File: src/inc/sts_defs.vh
`ifndef STS_DEFS_VH
`define STS_DEFS_VH
`define STS_CLK_MHZ        100
`define STS_SC_FILTER_US   2000
`define STS_SC_CYCLES      (`STS_SC_FILTER_US * `STS_CLK_MHZ)
`define STS_RD_US          10
`define STS_RD_CYCLES      (`STS_RD_US * `STS_CLK_MHZ)
`define STS_CNT_W          18
`define STS_CAN_FAIL_OT    2'h1
`define STS_CAN_FAIL_NONE  2'h0
`endif

File: src/rtl/sts_supervisor.v
`timescale 1ns/1ns
`include "sts_defs.vh"
module sts_supervisor #(
  parameter SC_CYCLES = `STS_SC_CYCLES,
  parameter RD_CYCLES = `STS_RD_CYCLES
) (
  // clock and reset
  input  wire       clock,
  input  wire       srst,
  // comparators (asynchronous)
  input  wire       supply_por_ok,
  input  wire       supply_uv,
  input  wire       supply_ov,
  input  wire       main_below_rst,
  input  wire       main_below_rt1,
  input  wire       main_ov,
  input  wire       main_prewarn,
  input  wire       main_peak_load,
  input  wire       second_uv,
  input  wire       can_supply_uv,
  input  wire       second_ot,
  input  wire       can_ot,
  input  wire       thermal_prewarn,
  input  wire       charge_pump_on,
  input  wire       can_wake,
  input  wire       hv_wake,
  input  wire       gpio_wake,
  // control from register logic (same clock)
  input  wire       gpio_is_wake_input,
  input  wire       rst_hys_en,
  input  wire       cfg_restart,
  input  wire       req_normal,
  input  wire       req_stop,
  input  wire       req_sleep,
  input  wire       wr_wake_start,
  input  wire       wake_start_val,
  input  wire       wr_ov_rst,
  input  wire       ov_rst_val,
  input  wire       second_on_set,
  input  wire       can_on_set,
  input  wire       can_on_clr,
  input  wire       wd_disabled,
  input  wire [9:0] flag_clr,
  // outputs
  output reg        reset_n_q,
  output reg        fail_output_q,
  output reg        failure_q,
  output reg        main_reg_on_q,
  output reg        second_reg_on_control_q,
  output reg        can_on_q,
  output reg        can_tx_en_q,
  output reg        can_rx_low_q,
  output reg        irq_q,
  output reg        wd_restart_q,
  output reg        bus_wake_watchdog_start_q,
  output reg        main_reg_overvoltage_reset_en_q,
  output reg  [1:0] can_fail_q,
  output reg  [4:0] mode_q,
  output reg  [9:0] flags_q
);
  // mode codes, one-hot
  localparam [4:0] M_INIT = 5'h01, M_NORMAL = 5'h02, M_STOP = 5'h04;
  localparam [4:0] M_RESTART = 5'h08, M_FAILSAFE = 5'h10;
  // flag positions
  localparam POR = 0, SUV = 1, SOV = 2, MWARN = 3, MUV = 4, MOV = 5;
  localparam MSC = 6, SUV2 = 7, CUV = 8, TSD = 9;
  localparam TPWF = 0;

  wire [16:0] s;
  sts_sync #(.W(17)) u_sync (
    .clock (clock),
    .srst  (srst),
    .din   ({supply_por_ok, supply_uv, supply_ov, main_below_rst, main_below_rt1,
             main_ov, main_prewarn, main_peak_load, second_uv, can_supply_uv,
             second_ot, can_ot, thermal_prewarn, charge_pump_on, can_wake,
             hv_wake, gpio_wake}),
    .dout  (s)
  );
  wire por_ok = s[16];
  wire s_uv = s[15];
  wire s_ov = s[14];
  wire m_brst = s[13];
  wire m_brt1 = s[12];
  wire m_ov = s[11];
  wire m_pw = s[10];
  wire m_pk = s[9];
  wire v2_uv = s[8];
  wire vc_uv = s[7];
  wire v2_ot = s[6];
  wire c_ot = s[5];
  wire t_pw = s[4];
  wire cp_on = s[3];
  wire w_can = s[2];
  wire w_hv = s[1];
  wire w_gp = s[0];

  // extra sticky flag for thermal prewarning kept apart from the ten-bit group
  reg        tpw_q;
  reg        sleep_q;
  reg        ov_pend_q;
  reg        sc_trip_q;
  reg        muv_pend_q;
  reg        v2_blank_q;
  reg        w_can_q;
  reg [`STS_CNT_W-1:0] sc_cnt_q;
  reg [`STS_CNT_W-1:0] rd_cnt_q;
  reg [`STS_CNT_W-1:0] bl_cnt_q;

  // set beats clear; conditional flags refuse a clear while the cause stands
  function f_sticky;
    input cur;
    input set;
    input clr;
    input cond_gone;
    begin
      f_sticky = set | (cur & ~(clr & cond_gone));
    end
  endfunction

  wire run_mode = (mode_q == M_INIT) || (mode_q == M_RESTART) || (mode_q == M_NORMAL);
  wire stop_mon = (mode_q == M_STOP) && (m_pk || m_pw);
  wire vs_mon = run_mode || stop_mon;
  wire supply_overvoltage_flag_mon = vs_mon || cp_on;
  wire main_act = main_reg_on_q && !sleep_q;
  // release level: with hysteresis the highest rising threshold governs
  wire main_low = rst_hys_en ? m_brt1 : m_brst;
  wire sc_arm = main_act && !s_uv;
  wire sc_hit = sc_arm && m_brst && (sc_cnt_q >= SC_CYCLES[`STS_CNT_W-1:0] - 1'b1);
  wire ov_go = main_act && m_ov && main_reg_overvoltage_reset_en_q && run_mode;
  wire can_wake_ev = w_can && !w_can_q;
  wire fs_wake = can_wake_ev || w_hv || (w_gp && gpio_is_wake_input);
  wire rd_done = (rd_cnt_q >= RD_CYCLES[`STS_CNT_W-1:0] - 1'b1);
  wire v2_ok = second_reg_on_control_q && (bl_cnt_q == {`STS_CNT_W{1'b0}});

  always @(posedge clock) begin
    if (srst || !por_ok) begin
      mode_q <= M_INIT;
      flags_q <= 10'h001;
      tpw_q <= 1'b0;
      reset_n_q <= 1'b0;
      fail_output_q <= 1'b0;
      failure_q <= 1'b0;
      main_reg_on_q <= 1'b1;
      second_reg_on_control_q <= 1'b0;
      can_on_q <= 1'b0;
      can_tx_en_q <= 1'b0;
      can_rx_low_q <= 1'b0;
      irq_q <= 1'b0;
      wd_restart_q <= 1'b0;
      bus_wake_watchdog_start_q <= 1'b1;
      main_reg_overvoltage_reset_en_q <= 1'b0;
      can_fail_q <= `STS_CAN_FAIL_NONE;
      sleep_q <= 1'b0;
      ov_pend_q <= 1'b0;
      sc_trip_q <= 1'b0;
      muv_pend_q <= 1'b0;
      v2_blank_q <= 1'b0;
      w_can_q <= 1'b0;
      sc_cnt_q <= {`STS_CNT_W{1'b0}};
      rd_cnt_q <= {`STS_CNT_W{1'b0}};
      bl_cnt_q <= {`STS_CNT_W{1'b0}};
    end else begin
      w_can_q <= w_can;
      irq_q <= 1'b0;
      wd_restart_q <= 1'b0;
      flags_q[POR] <= f_sticky(flags_q[POR], 1'b0, flag_clr[POR], 1'b1);
      flags_q[SUV] <= f_sticky(flags_q[SUV], vs_mon && s_uv, flag_clr[SUV], !s_uv);
      flags_q[SOV] <= f_sticky(flags_q[SOV], supply_overvoltage_flag_mon && s_ov, flag_clr[SOV],
                               !s_ov || !cp_on);
      flags_q[MWARN] <= f_sticky(flags_q[MWARN], main_act && m_pw, flag_clr[MWARN], 1'b1);
      flags_q[MUV] <= f_sticky(flags_q[MUV], 1'b0, flag_clr[MUV], 1'b1);
      flags_q[MOV] <= f_sticky(flags_q[MOV], main_act && m_ov, flag_clr[MOV], 1'b1);
      flags_q[MSC] <= f_sticky(flags_q[MSC], sc_hit, flag_clr[MSC], 1'b1);
      flags_q[SUV2] <= f_sticky(flags_q[SUV2], v2_ok && v2_uv, flag_clr[SUV2], 1'b1);
      flags_q[CUV] <= f_sticky(flags_q[CUV], can_on_q && vc_uv, flag_clr[CUV], 1'b1);
      flags_q[TSD] <= f_sticky(flags_q[TSD],
                               (second_reg_on_control_q && v2_ot) || (can_on_q && c_ot),
                               flag_clr[TSD], !v2_ot && !c_ot);
      tpw_q <= f_sticky(tpw_q, t_pw, flag_clr[TSD] && flag_clr[POR], !t_pw);
      // blanking for the second regulator after it turns on
      if (second_on_set && !second_reg_on_control_q) begin
        bl_cnt_q <= SC_CYCLES[`STS_CNT_W-1:0];
      end else if (bl_cnt_q != {`STS_CNT_W{1'b0}}) begin
        bl_cnt_q <= bl_cnt_q - 1'b1;
      end
      if (second_reg_on_control_q && v2_ot) begin
        second_reg_on_control_q <= 1'b0;
      end else if (second_on_set && mode_q == M_NORMAL) begin
        second_reg_on_control_q <= 1'b1;
      end
      if (can_on_set) begin
        can_on_q <= 1'b1;
      end else if (can_on_clr) begin
        can_on_q <= 1'b0;
      end
      can_tx_en_q <= can_on_q && !c_ot;
      if (can_on_q && c_ot) begin
        can_fail_q <= `STS_CAN_FAIL_OT;
      end
      if (mode_q == M_NORMAL && wr_wake_start) begin
        bus_wake_watchdog_start_q <= wake_start_val;
      end
      if (wr_ov_rst && mode_q == M_NORMAL) begin
        main_reg_overvoltage_reset_en_q <= ov_rst_val;
      end
      // short filter counts while low; the second regulator blanking loads the same length
      if (sc_arm && m_brst && !sc_hit) begin
        sc_cnt_q <= sc_cnt_q + 1'b1;
      end else begin
        sc_cnt_q <= {`STS_CNT_W{1'b0}};
      end
      case (mode_q)
        M_INIT, M_NORMAL: begin
          if (mode_q == M_INIT && !reset_n_q) begin
            // hold reset until the highest rising threshold and the delay
            if (m_brt1) begin
              rd_cnt_q <= {`STS_CNT_W{1'b0}};
            end else if (rd_done) begin
              reset_n_q <= 1'b1;
              mode_q <= M_NORMAL;
            end else begin
              rd_cnt_q <= rd_cnt_q + 1'b1;
            end
          end
          if (ov_go) begin
            fail_output_q <= 1'b1;
            reset_n_q <= 1'b0;
            if (cfg_restart) begin
              ov_pend_q <= 1'b1;
              rd_cnt_q <= {`STS_CNT_W{1'b0}};
              mode_q <= M_RESTART;
            end else begin
              mode_q <= M_FAILSAFE;
            end
          end else if (reset_n_q && main_act && m_brst) begin
            reset_n_q <= 1'b0;
            muv_pend_q <= 1'b1;
            rd_cnt_q <= {`STS_CNT_W{1'b0}};
            mode_q <= M_RESTART;
          end else if (mode_q == M_NORMAL && req_stop) begin
            mode_q <= M_STOP;
          end else if (mode_q == M_NORMAL && req_sleep) begin
            sleep_q <= 1'b1;
          end
        end
        M_STOP: begin
          if (can_wake_ev) begin
            irq_q <= 1'b1;
            can_rx_low_q <= 1'b1;
            if (bus_wake_watchdog_start_q && wd_disabled) begin
              wd_restart_q <= 1'b1;
            end
          end
          if (req_normal) begin
            can_rx_low_q <= 1'b0;
            mode_q <= M_NORMAL;
          end
        end
        M_RESTART: begin
          if (ov_pend_q) begin
            if (rd_done) begin
              ov_pend_q <= 1'b0;
              main_reg_overvoltage_reset_en_q <= 1'b0;
              reset_n_q <= 1'b1;
              mode_q <= M_NORMAL;
            end else begin
              rd_cnt_q <= rd_cnt_q + 1'b1;
            end
          end else if (main_low) begin
            rd_cnt_q <= {`STS_CNT_W{1'b0}};
          end else if (rd_done) begin
            reset_n_q <= 1'b1;
            if (muv_pend_q) begin
              flags_q[MUV] <= 1'b1;
            end
            muv_pend_q <= 1'b0;
            mode_q <= M_NORMAL;
          end else begin
            rd_cnt_q <= rd_cnt_q + 1'b1;
          end
        end
        M_FAILSAFE: begin
          // only a short entry is left by a wake; overvoltage fail-safe waits for reset
          if (fs_wake && sc_trip_q) begin
            sc_trip_q <= 1'b0;
            main_reg_on_q <= 1'b1;
            fail_output_q <= 1'b0;
            rd_cnt_q <= {`STS_CNT_W{1'b0}};
            mode_q <= M_RESTART;
          end
        end
        default: begin
          mode_q <= M_INIT;
        end
      endcase
      // last so it wins in every powered mode: an undervoltage restart keeps
      // the output low and would otherwise sit in restart with the filter expired
      if (sc_hit) begin
        sc_trip_q <= 1'b1;
        main_reg_on_q <= 1'b0;
        fail_output_q <= 1'b1;
        failure_q <= 1'b1;
        reset_n_q <= 1'b0;
        mode_q <= M_FAILSAFE;
      end
    end
  end
endmodule // sts_supervisor

File: src/rtl/sts_sync.v
`timescale 1ns/1ns
// two-flop synchroniser for a bus of asynchronous comparator levels
module sts_sync #(
  parameter W = 1
) (
  // clock and reset
  input  wire         clock,
  input  wire         srst,
  // levels
  input  wire [W-1:0] din,
  output reg  [W-1:0] dout
);
  reg [W-1:0] meta_q;

  always @(posedge clock) begin
    if (srst) begin
      meta_q <= {W{1'b0}};
      dout   <= {W{1'b0}};
    end else begin
      meta_q <= din;
      dout   <= meta_q;
    end
  end
endmodule // sts_sync

File: config.mk
export PLATFORM = sky130hd
export DESIGN_NAME = sts_supervisor
export DESIGN_NICKNAME = d
export VERILOG_FILES = /design/src/rtl/sts_supervisor.v /design/src/rtl/sts_sync.v
export VERILOG_INCLUDE_DIRS = /design/src /design/src/inc
export SDC_FILE = /design/constraint.sdc
export NUM_CORES = 1
export LEC_CHECK = 0
export BUFFER_PORTS_ARGS = -buffer_cell sky130_fd_sc_hd__buf_2
export CAP_MARGIN = 10
export CORE_MARGIN = 2
export CORE_UTILIZATION = 60
export CTS_BUF_LIST = sky130_fd_sc_hd__clkbuf_8
export DETAILED_ROUTE_END_ITERATION = 10
export HOLD_SLACK_MARGIN = 0.08
export PLACE_DENSITY = 0.81
export SYNTH_ARGS = -nofsm -noshare
export SYNTH_HDL_FRONTEND = slang
export SYNTH_SLANG_ARGS = --single-unit
File: constraint.sdc
create_clock -name clock -period 3.9 [get_ports clock]
set_clock_uncertainty 0.1 [all_clocks]
set_input_delay 0.39 -clock clock [delete_from_list [all_inputs] [get_ports clock]]
set_output_delay 0.39 -clock clock [all_outputs]
set_load 0.02 [all_outputs]
### After elaboration in Yosys (flattened, before gate mapping)

Index checks and enable logic that the tools add are counted.

| word-level totals | value |
|---|---|
| flip-flop bits (word level) | 121 |
| input port bits | 43 |

| operators by class | value |
|---|---|
| $add $sub $neg | 3 |
| magnitude comparators | 2 |
| eq/ne operators | 25 |
| mux-type cells | 69 |
| bitwise logic cells | 37 |
| reductions and logical operators | 80 |

Operator list:

| kind | count |
|---|---|
| 18-bit two-way mux | 11 |
| 5-bit two-way mux | 12 |
| 18-bit case mux with 3 select lines | 1 |
| 1-bit two-way mux | 40 |
| 18-bit by 1-bit adder with 18-bit output, second input constant | 2 |
| 1-bit logical AND | 32 |
| 5-bit case mux with 4 select lines | 1 |
| 18-bit by 10-bit greater-or-equal comparator with 1-bit output, second input constant | 1 |
| 18-bit greater-or-equal comparator, second input constant | 1 |
| 18-bit zero test | 1 |
| 2-bit != test, second input constant | 9 |
| 18-bit nonzero test | 1 |
| 18-bit by 1-bit subtractor with 18-bit output, second input constant | 1 |
| 1-bit inverter | 16 |
| 5-bit AND reduction | 3 |
| 1-bit bitwise AND | 13 |
| 3-bit != test, second input constant | 4 |
| 4-bit != test, second input constant | 3 |
| 6-bit != test, second input constant | 2 |
| 2-bit nonzero test | 6 |
| 2-bit OR reduction | 6 |
| 1-bit zero test | 11 |
| 1-bit logical OR | 10 |
| 5-bit != test, second input constant | 2 |
| 13 further kinds | 27 |

### Depth between registers and ports, before layout

| depth | value |
|---|---|
| depth after elaboration | 9 |
| gate-level depth with buffers | 9 |
| gate-level depth less buffers | 8 |

### Cells and area by module

Synthesis repeated with hierarchy kept, for this count alone.

| second synthesis, totals | value |
|---|---|
| cells, all modules | 582 |
| area total of the unflattened synthesis | 5091.1 µm² |

Modules (own cells, without submodules):

| module | instances | cells an instance | area each (µm²) |
|---|---|---|---|
| sts_supervisor | 1 | 511 | 4154.0 |
| sts_sync | 1 | 71 | 937.1 |

### Worst setup path after synthesis

Ideal clock, no wire load.

| timing path | value |
|---|---|
| kind | register -> register |
| from | register mode_q[4] |
| to | register rd_cnt_q[10] |
| arrival | 2.126 ns |
| data required time | 3.685 ns |
| setup slack | 1.559 ns |
| cell stages (with the launch flop) | 8 |
| buffers on the path | 1 |
| period minus slack after synthesis | 2.341 ns |
| path through | dfxtp_1 > clkbuf_1 > or2_2 > a2111oi_1 > mux2i_1 > a21oi_1 > o31a_1 > and2_1 |

| on the way | value |
|---|---|
| longest elaborated chain between the ends | 6 |
| elaborated cells between the ends (all ways) | 17 |

Ends and longest elaborated chain:

| what | line | RTL |
|---|---|---|
| start: declaration | sts_supervisor.v:58 | `output reg [4:0] mode_q,` |
| start signal: assignment | sts_supervisor.v:137 | `mode_q <= M_INIT;` |
| start signal: assignment | sts_supervisor.v:220 | `mode_q <= M_NORMAL;` |
| start signal: assignment | sts_supervisor.v:231 | `mode_q <= M_RESTART;` |
| 5-bit by 1-bit == test with 1-bit output / 5-bit by 4-bit == test with 1-bit output (equally long branches) | sts_supervisor.v:120, sts_supervisor.v:212, sts_supervisor.v:214 |  |
| 1-bit logical AND / 1-bit logical OR (equally long branches) | sts_supervisor.v:214, sts_supervisor.v:120 |  |
| 18-bit two-way mux / 1-bit logical OR (equally long branches) | sts_supervisor.v:214, sts_supervisor.v:120 |  |
| 18-bit two-way mux, or another cell as far along | sts_supervisor.v:235 | `end else if (reset_n_q && main_act && m_brst) begin` |
| 18-bit two-way mux | sts_supervisor.v:225 | `if (ov_go) begin` |
| 18-bit case mux with 3 select lines | sts_supervisor.v:212 | `case (mode_q)` |
| end signal: assignment | sts_supervisor.v:217 | `` rd_cnt_q <= {`STS_CNT_W{1'b0}}; `` |
| end signal: assignment | sts_supervisor.v:230 | `` rd_cnt_q <= {`STS_CNT_W{1'b0}}; `` |
| end signal: assignment | sts_supervisor.v:238 | `` rd_cnt_q <= {`STS_CNT_W{1'b0}}; `` |
| end: declaration | sts_supervisor.v:106 | `` reg [`STS_CNT_W-1:0] rd_cnt_q; `` |

Parallel ways exist; a longest one is shown, timed or not.
A chain may end at the register's enable or synchronous reset.

### Worst setup path after layout

| timing path | value |
|---|---|
| from | register mode_q[1] |
| to | register rd_cnt_q[4] |

Same word-level chain as after synthesis.

==> results_dict.tcl <==
set metrics [dict create \
    run_status "finished clean" \
    drt_iter0_markers 248 \
    cell_with_the_most_instances_after_synthesis "sky130_fd_sc_hd__dfxtp_1" \
    first_global_vias 4536 \
    timing.critical_path.required_ns 4.17 \
    seqPwrFrac_pct 47.8 \
    maxCapViolations 0 \
    post_cts_sizing 0 \
    switching_power_uw 684.2 \
    max_stage_delay_ns 0.64 \
    pin_count_of_the_biggest_net_entering_global_routing 35 \
    finalCritPeriodShare_pct 67.81 \
    postSynthCellCount 612 \
    yosys-top-cells-count "sky130_fd_sc_hd__dfxtp_1, sky130_fd_sc_hd__nor2_1, sky130_fd_sc_hd__nand2_1, sky130_fd_sc_hd__a21oi_1, sky130_fd_sc_hd__nor2b_1" \
    whs_path_depth 3 \
    initial_antenna_violation_count 0 \
    setup.worst_path.start_class "register" \
    floorplan.die.width_um 97.15 \
    post_synth_mux_area_share_pct 0.9613 \
    dp_hpwl_mm 8.360 \
    number_of_nets_with_antenna_violations_after_routing 0 \
    fin_setup_tns_ns 0 \
    yosys.area.top_type_share_pct 45.76 \
    die_h_um 97.15 \
    power.density_cell_area_nw_per_um2 419.7 \
    number_of_hold_buffers_added_after_cts 19 \
    synth-edff-count 0 \
    nets 737 \
    worst_setup_path_end_kind "register" \
    wirelength_mm 12.31 \
    io_buffer_count 69 \
    met3RoutedLength_um 817 \
    max_freq_mhz 378.2 \
    cts_root_buf "sky130_fd_sc_hd__clkbuf_8" \
    detailedPlace.worstSlack_ns 1.340 \
    met2_wirelength_mm 5.954 \
    drive_gt1_share_pct 16.93 \
    yosysTopAreaCell "sky130_fd_sc_hd__dfxtp_1" \
    core-area_sq_um 8299 \
    synth-async-reset-ratio_pct 0 \
    netSwitchingFraction_pct 26.29 \
    detail_route.wl_per_cell_um 15.23 \
    synth_area_sq_um 5206 \
    routedLengthMet1_mm 5.276 \
    final_area_sq_um 6201 \
    route.vias.total 4750 \
    area_growth_syn_to_layout_pct 19.11 \
    drc 0 \
    slew-limit-headroom_pct 38.34 \
    synth-seq-area-share_pct 45.76 \
    critPathKind "reg2reg" \
    fp.dieArea_sq_um 9438 \
    final.setup.worst_slack_ns 1.256 \
    cts_tree "yes" \
    synthTopCellsByArea "sky130_fd_sc_hd__dfxtp_1, sky130_fd_sc_hd__nor2b_1, sky130_fd_sc_hd__nor2_1" \
    rsz0062_at_grt "false" \
    yosys.area_share.simple_pct 29.61 \
    groute.usage.overall_pct 26.88 \
    initial_utilization_pct 62.73 \
    first_pass_grt_wire_length_mm 20.97 \
    critPathSlowestCell "sky130_fd_sc_hd__nor3_1" \
    synth_compound_gate_area_share_pct 14.49 \
    report.final.slew_viol_count 0 \
    path_clk_slew_ns 0.09 \
    clock_period_minus_worst_slack_ns 2.644 \
    worst-path-max-fanout 13 \
    cts-root-to-sink-buffers 2 \
    cts.sinks 119 \
    synth_seq_cells 119 \
    detailed_place.area_sq_um 5574 \
    cts_inserted_buffers 17 \
    grt.overflow.total 0 \
    tightestPinTransition_ns 0.9208 \
    syn_avg_cell_area_sq_um 8.507 \
    avgViaCountPerCell 5.879 \
    rr_worst_depth 5 \
    worstPathCellList "nor3_1, o211ai_1, or3_1, a31oi_1, a21o_1" \
    final_core_util_pct 74.72 \
    hold_violations 0 \
    synth_top_family_by_area "simple AND/OR/NAND/NOR gates" \
    io_pins 72 \
    synth_adder_area_share_pct 0.9613 \
    detail_route.first_pass.iterations 6 \
    comb_power_share_pct 5.5 \
    synth_warnings 0 \
    setup_viol 0 \
    routabilityCongestion 0.9872 \
    p_clk_share_pct 46.7 \
    postCtsSetupBuffers 0 \
    power_leakage_uw 0.002441 \
    synth_cell_types 60 \
    route.top_layer_used "met4" \
    worst_ir_drop_vdd_mv 0.3795 \
    dominantRegCellSynth "sky130_fd_sc_hd__dfxtp_1" \
    worst-endpoint-arrival_ns 2.92 \
    clkLatencyLatePin_ns 0.44 \
    synth.net_count 659 \
    fp-row-count 33 \
    clock_tree.htree_level_count 4 \
    min_path_type "in2reg" \
    internal_power_uw 1918 \
    ant_diodes 0 \
    synthXorXnorAreaFrac_pct 5.047 \
]
==> logic make-up after synthesis <==
family,Yosys count
simple gates,289
compound gates,122
flops,119
buf+inv,42
xor+xnor,30
mux,5
fa+ha+maj,4
other cells,1
==> registers in the layout, indices dropped and copies added (netlist names), 5 cells and up <==
name,flops
bl_cnt_q,18
rd_cnt_q,18
mode_q,5
u_sync.meta_q,16
u_sync.dout,16
flags_q,10
sc_cnt_q,18
==> layout by cell type, fill, tap and decap left out, drive strengths merged, types with 19 or more instances in the layout <==
master	n
dfxtp	119
buf	72
nor2	66
nand2	44
a21oi	43
nor2b	42
nand3	30
o21ai	27
nor3	21
inv	21
dlygate4sd3	19
==> path summary, 6_finish.rpt <==
kind | start | slack [ns] | endpoint
hold reg to reg | u_sync.meta_q[9]$_SDFF_PP0_ | 0.34 | u_sync.dout[9]$_SDFF_PP0_
hold / removal | wake_start_val | 0.10 | bus_wake_watchdog_start_q$_SDFFE_PP1P_
setup reg to reg | mode_q[1]$_SDFFE_PP0P_ | 1.26 | rd_cnt_q[4]$_SDFFE_PP0P_
setup / recovery | mode_q[1]$_SDFFE_PP0P_ | 1.26 | rd_cnt_q[4]$_SDFFE_PP0P_
==> cell type report <==
type                       instances  area, sq um
clock buffer                      17        234.0
clock inverter                    15        197.7
fill                             628         2098
inverter                          10        37.54
multi-input combinational        451         2663
sequential                       119         2382
tap                              105        131.4
timing repair buffer              91        555.5
==> routing by layer <==
metal | vias up | GRT usage, %
li1 | 2322 | -
met1 | 2229 | 31.75
met2 | 170 | 46.10
met3 | 29 | 8.058
met4 | 0 | 9.967
met5 | - | 0
==> critical path: cells and delay by family, from the launching register on <==
family | cells | cell delay, ns
DFF | 1 | 0.46
and+or+nand+nor | 2 | 1.15
AOI/OAI and AO/OA | 3 | 0.86
==> metrics by stage <==
| stage | total power [uW] | instances | hold WS, ns |
|---|---|---|---|
| after floorplan | 1360 | 612 | 0.3138 |
| after global placement | 1393 | 756 | 0.3141 |
| after detailed placement | 1398 | 756 | 0.3251 |
| after CTS | 2619 | 807 | 0.08225 |
| after global routing | 2695 | 808 | 0.08866 |
| final | 2602 | 808 | 0.1030 |
==> power by group through the flow <==
stage               clock (uW)  combinational (uW)  sequential, uW
CTS                       1230                 142            1240
detailed placement           0                 127            1270
global placement             0                 123            1270
finish                    1220                 143            1240
global route              1290                 159            1250
floorplan                    0                91.8            1270
(Power assumes the default switching activity.)
